`src/hw/tcc_pkg.sv`:
```
// package: register map, field positions and timing counts of the capture/compare unit
package tcc_pkg;
    // register byte addresses on the bus
    localparam logic [7:0] TCC_ADDR_CTRL_A = 8'h00; // control_reg_a
    localparam logic [7:0] TCC_ADDR_CTRL_B = 8'h04; // control_reg_b
    localparam logic [7:0] TCC_ADDR_CNT_LO = 8'h08; // count_low_byte
    localparam logic [7:0] TCC_ADDR_CNT_HI = 8'h0C; // count_high_byte
    localparam logic [7:0] TCC_ADDR_CMP_A = 8'h10; // compare_reg_a
    localparam logic [7:0] TCC_ADDR_CMP_B = 8'h14; // compare_reg_b
    localparam logic [7:0] TCC_ADDR_FLAGS = 8'h18; // flag register
    localparam logic [7:0] TCC_ADDR_IRQEN = 8'h1C; // interrupt enables
    localparam logic [7:0] TCC_ADDR_SVC = 8'h20; // interrupt serviced strobes
    // control_reg_a fields
    localparam int TCC_CA_WIDTH = 7; // width_select
    localparam int TCC_CA_CAPEN = 6; // capture mode enable
    localparam int TCC_CA_FILT = 5; // noise_filter_enable
    localparam int TCC_CA_EDGE = 4; // capture_edge_select
    localparam int TCC_CA_ACSEL = 3; // comparator_capture_select
    localparam int TCC_CA_WGM = 0; // waveform mode bit
    localparam logic [7:0] TCC_CA_MASK = 8'hF9; // writable bits
    // control_reg_b fields
    localparam int TCC_CB_RUN = 0; // timer tick gate
    // flag / enable bit positions
    localparam int TCC_FL_CMPA = 0; // compare_flag_a
    localparam int TCC_FL_CMPB = 1; // compare_flag_b
    localparam int TCC_FL_CAP = 2; // capture_flag
    localparam int TCC_NFLAG = 3;
    // reset values
    localparam logic [7:0] TCC_RST_BYTE = 8'h00;
    // noise filter length in samples
    localparam int TCC_FILT_SAMPLES = 4;
endpackage

```
`src/hw/tcc_capture_compare.sv`:
```
// capture/compare unit of an 8/16-bit timer with 16-bit byte access over APB
//
// Behaviour
// - qualifying edge copies counter into capture register
// - capture flag set same cycle as copy
// - compare A holds capture; B high in 16-bit
// - 8-bit capture keeps B compare; 16-bit none
// - capture flag irq; clears on service or write-one
// - trigger from pin, or comparator when selected
// - pin and comparator sampled like count pin
// - edge select zero falling, one rising
// - filter needs four equal samples to change
// - filter adds four system clocks of delay
// - port-driven capture pin also triggers capture
// - each capture overwrites the capture register
// - equality sets compare flag next timer tick
// - 8-bit sets A or B; 16-bit only A
// - compare flags irq; clear on service or one
// - counter write blocks match next timer tick
// - width select makes registers 16-bit byte pairs
// - one shared temporary high byte, low triggers
// - low write loads temp high and low together
// - low read latches high into temporary
// - compare reads direct; 16-bit capture via temp
//
// The address map and the APB slave port are this design's own decisions.
module tcc_capture_compare (
    input wire logic clk_sys, // system clock, 25 MHz
    input wire logic rst_n, // synchronous reset, active low
    input wire logic psel, // apb select
    input wire logic penable, // apb access phase
    input wire logic pwrite, // apb direction
    input wire logic [7:0] paddr, // apb byte address
    input wire logic [31:0] pwdata, // apb write data
    output logic [31:0] prdata, // apb read data
    output logic pready, // apb ready
    output logic pslverr, // apb error, unmapped address
    input wire logic capturePin, // capture pin, asynchronous
    input wire logic comparatorOut, // comparator output, asynchronous
    input wire logic timerTick, // timer tick from prescaler, same domain
    output logic captureIrq, // capture interrupt request
    output logic compareIrqA, // compare a interrupt request
    output logic compareIrqB // compare b interrupt request
);
    import tcc_pkg::*;

    // ==========================================================
    // register state
    // ==========================================================
    logic [7:0] ctrlA_r, ctrlA_nxt;
    logic [7:0] ctrlB_r, ctrlB_nxt;
    logic [15:0] countValue_r, countValue_nxt;
    logic [7:0] cmpA_r, cmpA_nxt;
    logic [7:0] cmpB_r, cmpB_nxt;
    // one temporary high byte shared by every 16-bit register
    logic [7:0] tempHigh_r, tempHigh_nxt;
    logic [TCC_NFLAG-1:0] flags_r, flags_nxt;
    logic [TCC_NFLAG-1:0] irqEn_r, irqEn_nxt;
    // a counter write waits here for the next timer tick to spend it
    logic blockMatch_r, blockMatch_nxt;
    // matches taken at one tick, raised as flags at the next
    logic [TCC_NFLAG-1:0] matchPend_r, matchPend_nxt;
    // next values of the registered apb answer
    logic [31:0] prdata_nxt;
    logic pready_nxt, pslverr_nxt;

    // ==========================================================
    // input front end
    // ==========================================================
    logic [1:0] pinSync_r, acoSync_r;
    logic [TCC_FILT_SAMPLES-2:0] filtHist_r; // the three previous samples
    logic filtOut_r, filtOut_nxt;
    logic edgeLast_r;
    logic srcSel, filtIn, edgeIn, captureEvent;
    logic [TCC_FILT_SAMPLES-2:0] filtHist_nxt;
    logic [TCC_FILT_SAMPLES-1:0] filtWin; // newest sample and the history

    // two-stage synchronisers, same as the count pin path
    // nothing but the second stage reads the first, so a metastable
    // first stage never reaches the filter or the edge detector
    always_ff @(posedge clk_sys) begin
        if (!rst_n) begin
            pinSync_r <= 2'h0;
            acoSync_r <= 2'h0;
        end else begin
            pinSync_r <= {pinSync_r[0], capturePin};
            acoSync_r <= {acoSync_r[0], comparatorOut};
        end
    end

    // source mux, filter and edge detector
    // switching the source or the filter can itself look like an edge,
    // so software clears the capture flag after such a change
    always_comb begin
        srcSel = ctrlA_r[TCC_CA_ACSEL];
        filtIn = srcSel ? acoSync_r[1] : pinSync_r[1];
        // the newest sample joins the three stored ones, so four equal
        // samples move the output with four clocks of extra delay
        filtWin = {filtHist_r, filtIn};
        filtHist_nxt = filtWin[TCC_FILT_SAMPLES-2:0];
        filtOut_nxt = filtOut_r;
        if (&filtWin) begin
            filtOut_nxt = 1'b1;
        end else if (~|filtWin) begin
            filtOut_nxt = 1'b0;
        end
        edgeIn = ctrlA_r[TCC_CA_FILT] ? filtOut_r : filtIn;
        // rising when edge select set, falling otherwise
        captureEvent = ctrlA_r[TCC_CA_CAPEN] &&
            (ctrlA_r[TCC_CA_EDGE] ? (edgeIn && !edgeLast_r)
                                  : (!edgeIn && edgeLast_r));
    end

    // filter history, filter output and edge memory
    // the edge memory follows its input even while capture is off, so
    // turning capture on finds no stale edge waiting
    always_ff @(posedge clk_sys) begin
        if (!rst_n) begin
            filtHist_r <= '0;
            filtOut_r <= 1'b0;
            edgeLast_r <= 1'b0;
        end else begin
            filtHist_r <= filtHist_nxt;
            filtOut_r <= filtOut_nxt;
            edgeLast_r <= edgeIn;
        end
    end

    // ==========================================================
    // bus decode
    // ==========================================================
    // decoded transfer, mode and match terms
    logic acc, wrAcc, rdAcc, mapped, wide, capMode, cap16;
    logic [7:0] wb;
    logic [15:0] cmp16;
    logic matchA, matchB, tickEn;

    // transfer qualifiers, mode decode and the match comparators
    always_comb begin
        acc = psel && penable && pready;
        wrAcc = acc && pwrite;
        rdAcc = acc && !pwrite;
        wb = pwdata[7:0];
        mapped = (paddr == TCC_ADDR_CTRL_A) || (paddr == TCC_ADDR_CTRL_B) ||
                 (paddr == TCC_ADDR_CNT_LO) || (paddr == TCC_ADDR_CNT_HI) ||
                 (paddr == TCC_ADDR_CMP_A) || (paddr == TCC_ADDR_CMP_B) ||
                 (paddr == TCC_ADDR_FLAGS) || (paddr == TCC_ADDR_IRQEN) ||
                 (paddr == TCC_ADDR_SVC);
        wide = ctrlA_r[TCC_CA_WIDTH];
        capMode = ctrlA_r[TCC_CA_CAPEN];
        cap16 = capMode && wide;
        cmp16 = {cmpB_r, cmpA_r};
        tickEn = timerTick && ctrlB_r[TCC_CB_RUN];
        // compare comparators, 16-bit uses one combined unit
        matchA = wide ? (countValue_r == cmp16)
                      : (countValue_r[7:0] == cmpA_r);
        matchB = !wide && (countValue_r[7:0] == cmpB_r);
    end

    // ==========================================================
    // next-state logic for registers, counter and flags
    // ==========================================================
    // every register except pready and pslverr holds unless an event or a cpu transfer moves it;
    // later assignments below win, so the order sets the priorities
    always_comb begin
        ctrlA_nxt = ctrlA_r;
        ctrlB_nxt = ctrlB_r;
        countValue_nxt = countValue_r;
        cmpA_nxt = cmpA_r;
        cmpB_nxt = cmpB_r;
        tempHigh_nxt = tempHigh_r;
        flags_nxt = flags_r;
        irqEn_nxt = irqEn_r;
        blockMatch_nxt = blockMatch_r;
        matchPend_nxt = matchPend_r;
        prdata_nxt = prdata;
        pready_nxt = 1'b0;
        pslverr_nxt = 1'b0;

        // simple counter on the timer tick; it wraps at its width and, in
        // 8-bit clear-on-match mode, restarts from zero on a match with A
        if (tickEn) begin
            countValue_nxt = wide ? countValue_r + 16'h0001
                                  : {8'h00, countValue_r[7:0] + 8'h01};
            if (!wide && !capMode && ctrlA_r[TCC_CA_WGM] && matchA) begin
                countValue_nxt = 16'h0000;
            end
        end

        // zero-wait-state apb answer: the answer is registered from the
        // setup cycle, so every access phase lasts exactly one clock;
        // an unmapped place answers with an error and reads zero
        if (psel && !penable) begin
            pready_nxt = 1'b1;
            pslverr_nxt = !mapped;
            prdata_nxt = 32'h0000_0000;
            case (paddr)
                TCC_ADDR_CTRL_A: prdata_nxt[7:0] = ctrlA_r & TCC_CA_MASK;
                TCC_ADDR_CTRL_B: prdata_nxt[7:0] = ctrlB_r;
                TCC_ADDR_CNT_LO: prdata_nxt[7:0] = countValue_r[7:0];
                TCC_ADDR_CNT_HI: prdata_nxt[7:0] =
                    wide ? tempHigh_r : countValue_r[15:8];
                TCC_ADDR_CMP_A: prdata_nxt[7:0] = cmpA_r;
                TCC_ADDR_CMP_B: prdata_nxt[7:0] =
                    cap16 ? tempHigh_r : cmpB_r;
                TCC_ADDR_FLAGS: prdata_nxt[TCC_NFLAG-1:0] = flags_r;
                TCC_ADDR_IRQEN: prdata_nxt[TCC_NFLAG-1:0] = irqEn_r;
                default: prdata_nxt = 32'h0000_0000;
            endcase
        end

        // low-byte reads latch the high byte
        // the temporary byte is shared by every 16-bit register, so a
        // handler touching any of them between two halves spoils the pair
        if (rdAcc && wide && paddr == TCC_ADDR_CNT_LO) begin
            tempHigh_nxt = countValue_r[15:8];
        end
        if (rdAcc && cap16 && paddr == TCC_ADDR_CMP_A) begin
            tempHigh_nxt = cmpB_r;
        end

        // register writes; a low-byte counter write overrides a count on the same
        // clock, and write-one clears come before the hardware sets below
        // so that a set in the same cycle is never lost
        if (wrAcc) begin
            case (paddr)
                TCC_ADDR_CTRL_A: ctrlA_nxt = wb & TCC_CA_MASK;
                TCC_ADDR_CTRL_B: ctrlB_nxt = wb;
                TCC_ADDR_CNT_HI: begin
                    if (wide) begin
                        tempHigh_nxt = wb;
                    end else begin
                        countValue_nxt[15:8] = wb;
                    end
                    blockMatch_nxt = 1'b1;
                end
                TCC_ADDR_CNT_LO: begin
                    countValue_nxt = wide ? {tempHigh_r, wb}
                                          : {countValue_r[15:8], wb};
                    blockMatch_nxt = 1'b1;
                end
                TCC_ADDR_CMP_B: begin
                    if (wide) begin
                        tempHigh_nxt = wb;
                    end else begin
                        cmpB_nxt = wb;
                    end
                end
                TCC_ADDR_CMP_A: begin
                    cmpA_nxt = wb;
                    if (wide) begin
                        cmpB_nxt = tempHigh_r;
                    end
                end
                TCC_ADDR_FLAGS: flags_nxt = flags_r & ~wb[TCC_NFLAG-1:0];
                TCC_ADDR_IRQEN: irqEn_nxt = wb[TCC_NFLAG-1:0];
                // serviced interrupt clears its flag
                TCC_ADDR_SVC: flags_nxt = flags_r & ~wb[TCC_NFLAG-1:0];
                default: ;
            endcase
        end

        // a timer tick consumes a pending block and sets matched flags
        // a match seen at one tick raises its flag at the next tick; a
        // counter write since the last tick keeps that match from counting
        if (tickEn) begin
            if (matchPend_r[TCC_FL_CMPA]) begin
                flags_nxt[TCC_FL_CMPA] = 1'b1;
            end
            if (matchPend_r[TCC_FL_CMPB]) begin
                flags_nxt[TCC_FL_CMPB] = 1'b1;
            end
            matchPend_nxt = '0;
            if (!blockMatch_r && !cap16) begin
                matchPend_nxt[TCC_FL_CMPA] = matchA && !capMode;
                matchPend_nxt[TCC_FL_CMPB] = matchB;
            end
            if (!(wrAcc && (paddr == TCC_ADDR_CNT_LO ||
                            paddr == TCC_ADDR_CNT_HI))) begin
                blockMatch_nxt = 1'b0;
            end
        end

        // capture copies counter and sets flag together
        // a new event overwrites the time-stamp whether it was read or not
        if (captureEvent) begin
            cmpA_nxt = countValue_r[7:0];
            if (wide) begin
                cmpB_nxt = countValue_r[15:8];
            end
            flags_nxt[TCC_FL_CAP] = 1'b1;
        end
    end

    // ==========================================================
    // interrupt requests
    // ==========================================================
    logic [TCC_NFLAG-1:0] irqReq_nxt;

    // a request stands while its flag and its enable are both set
    always_comb begin
        irqReq_nxt = flags_nxt & irqEn_nxt;
    end

    // register the bus, counter and flag state
    always_ff @(posedge clk_sys) begin
        if (!rst_n) begin
            ctrlA_r <= TCC_RST_BYTE;
            ctrlB_r <= TCC_RST_BYTE;
            countValue_r <= 16'h0000;
            cmpA_r <= TCC_RST_BYTE;
            cmpB_r <= TCC_RST_BYTE;
            tempHigh_r <= TCC_RST_BYTE;
            flags_r <= '0;
            irqEn_r <= '0;
            blockMatch_r <= 1'b0;
            matchPend_r <= '0;
            prdata <= 32'h0000_0000;
            pready <= 1'b0;
            pslverr <= 1'b0;
            captureIrq <= 1'b0;
            compareIrqA <= 1'b0;
            compareIrqB <= 1'b0;
        end else begin
            ctrlA_r <= ctrlA_nxt;
            ctrlB_r <= ctrlB_nxt;
            countValue_r <= countValue_nxt;
            cmpA_r <= cmpA_nxt;
            cmpB_r <= cmpB_nxt;
            tempHigh_r <= tempHigh_nxt;
            flags_r <= flags_nxt;
            irqEn_r <= irqEn_nxt;
            blockMatch_r <= blockMatch_nxt;
            matchPend_r <= matchPend_nxt;
            prdata <= prdata_nxt;
            pready <= pready_nxt;
            pslverr <= pslverr_nxt;
            // interrupt requests gated by enables
            captureIrq <= irqReq_nxt[TCC_FL_CAP];
            compareIrqA <= irqReq_nxt[TCC_FL_CMPA];
            compareIrqB <= irqReq_nxt[TCC_FL_CMPB];
        end
    end
endmodule

```
`config.mk`:
```
export PLATFORM = sky130hd
export DESIGN_NAME = tcc_capture_compare
export DESIGN_NICKNAME = d
export VERILOG_FILES = /design/src/hw/tcc_pkg.sv /design/src/hw/tcc_capture_compare.sv
export SDC_FILE = /design/constraint.sdc
export NUM_CORES = 1
export LEC_CHECK = 0
export BUFFER_PORTS_ARGS = -buffer_cell sky130_fd_sc_hd__clkbuf_2
export CAP_MARGIN = 20
export CORE_MARGIN = 2
export CORE_UTILIZATION = 35
export CTS_CLUSTER_DIAMETER = 80
export DETAILED_ROUTE_END_ITERATION = 7
export PLACE_DENSITY = 0.6
export REMOVE_ABC_BUFFERS = 1
export SKIP_CTS_REPAIR_TIMING = 1
export SYNTH_ARGS = -nofsm -noshare
export SYNTH_HDL_FRONTEND = slang
export SYNTH_SLANG_ARGS = --single-unit
```
`constraint.sdc`:
```
create_clock -name clk_sys -period 7.4 [get_ports clk_sys]
set_input_delay 1.48 -clock clk_sys [delete_from_list [all_inputs] [get_ports clk_sys]]
set_output_delay 1.48 -clock clk_sys [all_outputs]
set_load 0.03 [all_outputs]
```
Word level (Yosys, flattened, before mapping). Cells that the tools add are included.

Mux-type cells: 46. Bitwise logic cells: 3. Reduce and logical (&&, ||, !) cells: 51. Eq/ne operators: 13. Add/subtract/negate cells: 2.

Operators by type and width (count): $mux 8 (17); $mux 16 (5); $eq 8x5->1 const B (4); $pmux 8 s2 (2); $pmux 5 s6 (1); $pmux 3 s8 (1); $logic_and 1x1->1 (21); $add 16x1->16 const B (1); $eq 16x16->1 (1); $eq 8x4->1 const B (2); $eq 8x8->1 (2); $mux 1 (14); $mux 3 (4); $logic_not 1->1 (9); $logic_or 1x1->1 (9); $add 8x1->8 const B (1); $eq 8x3->1 const B (1); $eq 8x6->1 const B (1); $logic_not 8->1 (1); $reduce_and 2->1 (4); $and 3x3->3 (2); $reduce_or 2->1 (3); $mux 2 (2); $reduce_and 4->1 (1); 5 further kinds (6).

Bits in registers: 85. Word-level logic and storage cells: 137. Input bits: 48.

Depth between registers and ports, before layout.
Depth in word-level cells: 10. Gate-level depth with buffers: 8.

Worst setup path before layout. Ideal clock, no wire load.

Path kind: input to register. Start point: input paddr[4]. End point: register tempHigh_r[0]. Data arrival time: 3.270 ns. Data required time: 7.284 ns. Buffers on the path: 2. Stages: 7. Library setup time: 0.116 ns. Slack: 4.015 ns. Cells stage by stage: buf_6 > or4_4 > buf_6 > nor4_4 > mux2i_1 > nor3_1 > a31o_1.

Longest elaborated chain between the ends: 7. Elaborated cells between the ends (all ways): 12. Classes of those cells: 4 x eq/ne; 5 x mux; 3 x reduce/logical.

RTL lines: from (decl) (line tcc_capture_compare.sv:33) `input wire logic [7:0] paddr,`; $eq 8x4->1 (line tcc_capture_compare.sv:215) `if (rdAcc && wide && paddr == TCC_ADDR_CNT_LO) begin`; $logic_and 1x1->1 (line tcc_capture_compare.sv:215); $mux 8 (line tcc_capture_compare.sv:215); $mux 8 (line tcc_capture_compare.sv:218) `if (rdAcc && cap16 && paddr == TCC_ADDR_CMP_A) begin`; $mux 8 (line tcc_capture_compare.sv:230, tcc_capture_compare.sv:243); $mux 8; $mux 8 * (line tcc_capture_compare.sv:225) `if (wrAcc) begin`; to (signal assigned) (line tcc_capture_compare.sv:330) `tempHigh_r <= tempHigh_nxt;`; to (decl) (line tcc_capture_compare.sv:56) `logic [7:0] tempHigh_r, tempHigh_nxt;`.

Every way passes the cells marked *; elsewhere a longest branch is shown, timed or not. A chain may end at the register's enable or synchronous reset.

Worst setup path after layout. Same ends and word-level chain as after synthesis.

==> summary.txt <==
Critical path
  – CP Cell Sequence: clkbuf_2, or4b_2, or4_1, o21ai_0, nor3_1, a31o_1
  – Worst-path fanout max: 20
  – Worst-path cell with the longest stage delay: or4b_2
  – Crit path arrival time: 3.98 ns
  – Critical path's top delay family: simple AND/OR/NAND/NOR gates
  – Critical Path RT: 7.64 ns
  – Max incr delay on CP: 0.93 ns
  – Setup CP Type: in -> reg
  – Buf+Inv Stages, Crit Path: 1
  – Startpoint Class: input pin
  – Worst setup EP type: flip-flop

Synthesis
  – Ys flop type: dfxtp_1
  – Avg Cell Area, Syn: 8.175 µm²
  – Post-synth EDFFs: 0
  – Largest cells by area after synthesis: dfxtp_1, mux2i_1, o21ai_0, clkbuf_1, buf_4
  – Distinct cells, synth: 69
  – Sequential element share of the synthesized area: 30.17%
  – Yosys top cell by area: dfxtp_1
  – Synthesized instance count: 690
  – Post-synthesis async set-or-reset flop share: 0%
  – Synth Register Bits: 85
  – Number of synthesis warnings: 0
  – Share of the synthesized area in the top cell type: 30.17%
  – Synthesized area: 5640 µm²

Cells and area
  – Share of post-route cells with drive strength above 1: 11.29%
  – Post-route insts no fill: around 900
  – Commonest non-fill, non-tap cell in the layout: dfxtp_1
  – Most frequent cells in the layout: dfxtp_1, o21ai_0, mux2i_1
  – Antenna cells: 0
  – Fin nets: between 700 and 800
  – P&R area growth vs syn: 8.296%

GRT
  – Global routing usage on met3: about 4.0%
  – Antenna violations before repair: 0
  – Number of global-route vias before repair: around 4700
  – Gr usage total: 21.45%
  – Grt met2 use: 32.89%
  – M1 GR Usage: 30.10%
  – First-pass GRT wire length: 27.83 mm
  – Largest net degree at the start of global routing: 96
  – GRT overflow: 0
  – GRT Max-Usage Layer: met2

STA
  – Max_slew headroom: 32.17%
  – Final Slew Violations: 0
  – Final period utilization: 50.56%
  – Worst Tran Pin Value: 1.017 ns
  – Min cycle time layout: 3.742 ns
  – Final Hold Fails: 0
  – Setup TNS after final layout: 0 ns
  – Clock Skews: around 0.0083 ns
  – Setup violators final: 0
  – Max Clk Rate: 0.2673 GHz
  – RSZ-0062 raised after global routing: false

Clocking
  – Skew-Pair Late Insertion Delay: between 0.3 and 0.4 ns
  – Root buffer cell: clkbuf_16
  – Max Root-Sink Buffers: 2
  – TritonCTS clock tree: yes
  – Reg clk slew, reported paths: 0.06 ns
  – CTS buffer count: 9
  – H-tree levels: 3
  – TritonCTS Sinks: 85

Power
  – Pwr/cell area: 171.3 nW/µm²
  – Max VDD drop: 0.1727 mV
  – Static leakage: roughly 2.2 nW

Place
  – Cells after DPL: 882
  – GP Congestion: 0.9387
  – Post-DP HPWL: 12.16 mm
  – Port bufs: 36

Route
  – WL/cell: 20.21 µm
  – Iteration-0 DRC Markers: 544
  – Routed WL: 18.15 mm
  – Post-route DRC: 0
  – Initial DRT Pass Iterations: 5
  – Routed Antenna Nets: 0
  – DR vias/cell: 5.841
  – DR vias: between 5000 and 6000

Min path
  – Hold crit path type: reg -> reg

Floorplanning
  – Io pins: 85
  – Initial core utilization: 35.64%
  – Placeable Area: 15830 µm²
  – Vert. Die Dim: 130.9 µm
  – Die area: about 17000 µm²
  – Die Span X: 130.9 µm
  – Row count: 46

Status
  – Status: finished clean

Run
  – Maxcap violations: 0
-- worst paths after layout --
| check | slack, ns | endpoint | cells past startpoint | start |
|---|---|---|---|---|
| worst max register to register | 4.44 | tempHigh_r[0] | 5 | ctrlA_r[7] |
| worst min-delay path | 0.43 | pinSync_r[1] | 1 | pinSync_r[0] |
| worst min register to register | 0.43 | pinSync_r[1] | 1 | pinSync_r[0] |
| worst max-delay path | 3.66 | tempHigh_r[0] | 6 | paddr[4] |
-- sequential cells by signal, summed over array words and instances (netlist names), 3 cells and up --
| name | cells |
|---|---|
| countValue_r | 16 |
| cmpA_r | 8 |
| cmpB_r | 8 |
| ctrlB_r | 8 |
| prdata | 8 |
| tempHigh_r | 8 |
| ctrlA_r | 6 |
| filtHist_r | 3 |
| flags_r | 3 |
| irqEn_r | 3 |
-- cell type report --
class                           instances  area (µm²)
Sequential cell                        85        1702
Tap cell                              216       270.3
Clock buffer                           10       239.0
Multi-Input combinational cell        518        3501
Timing Repair Buffer                   43       232.7
Inverter                               21       78.83
Fill cell                            1633        9719
Clock inverter                          5       85.08
-- report_power, final --
part / internal (W) / switching [W] / total, W
logic: 0.0000196 / 0.0000635 / 0.0000831
registers: 0.000461 / 0.00000161 / 0.000462
clock network: 0.000304 / 0.000196 / 0.000501
total: 0.000785 / 0.000261 / 0.00105
-- worst reg2reg max path: cells and delay by family, from the launching register on --
family | cells | cell delay [ns]
AO/OA/AOI/OAI | 2 | 0.42
AND/OR/NAND/NOR | 3 | 1.67
flip-flops | 1 | 0.76
-- cells by family (layout without fill, tap and decap cells) --
logic type / after synthesis / after routing / share of synthesized area [%]
simple gates: 213 / 213 / 21.65
compound gates: 194 / 194 / 23.23
buf+inv: 110 / 79 / 9.294
flops: 85 / 85 / 30.17
mux: 54 / 54 / 10.40
xor+xnor: 32 / 32 / 4.969
fa+ha+maj: 1 / 1 / 0.2218
other cells: 1 / 24 / 0.06648
-- synth_stat cells (all sizes together) (11+ instances only) --
cell,number
xnor2,13
a31o,11
clkbuf,54
a31oi,14
nand4,20
xor2,19
nor4,11
a21oi,33
dfxtp,85
nor3,27
and2,20
o41ai,16
nor2,27
nor2b,25
inv,21
mux2i,47
nand3,22
nand2,31
o21ai,53
buf,35
-- through the flow --
step                setup WS, ns  hold WS (ns)  instance area [µm²]  utilization (%)  power (W)
CTS                        3.384        0.4319                 6101            38.55   0.001051
global placement           3.040        0.4163                 5777            36.50  0.0005541
finish                     3.658        0.4299                 6108            38.59   0.001046
detailed placement         3.031        0.4169                 5777            36.50  0.0005546
global route               3.493        0.4457                 6108            38.59   0.001077
floorplan                  3.876        0.4118                 5281                -  0.0005169
-- layer usage --
metal  routed length (µm)  share of wire, %
met4                  395               2.2
met5                    0                 0
met3                 1374               7.6
met1                 8006                44
met2                 8370                46
Power figures use the tool's default switching activity.
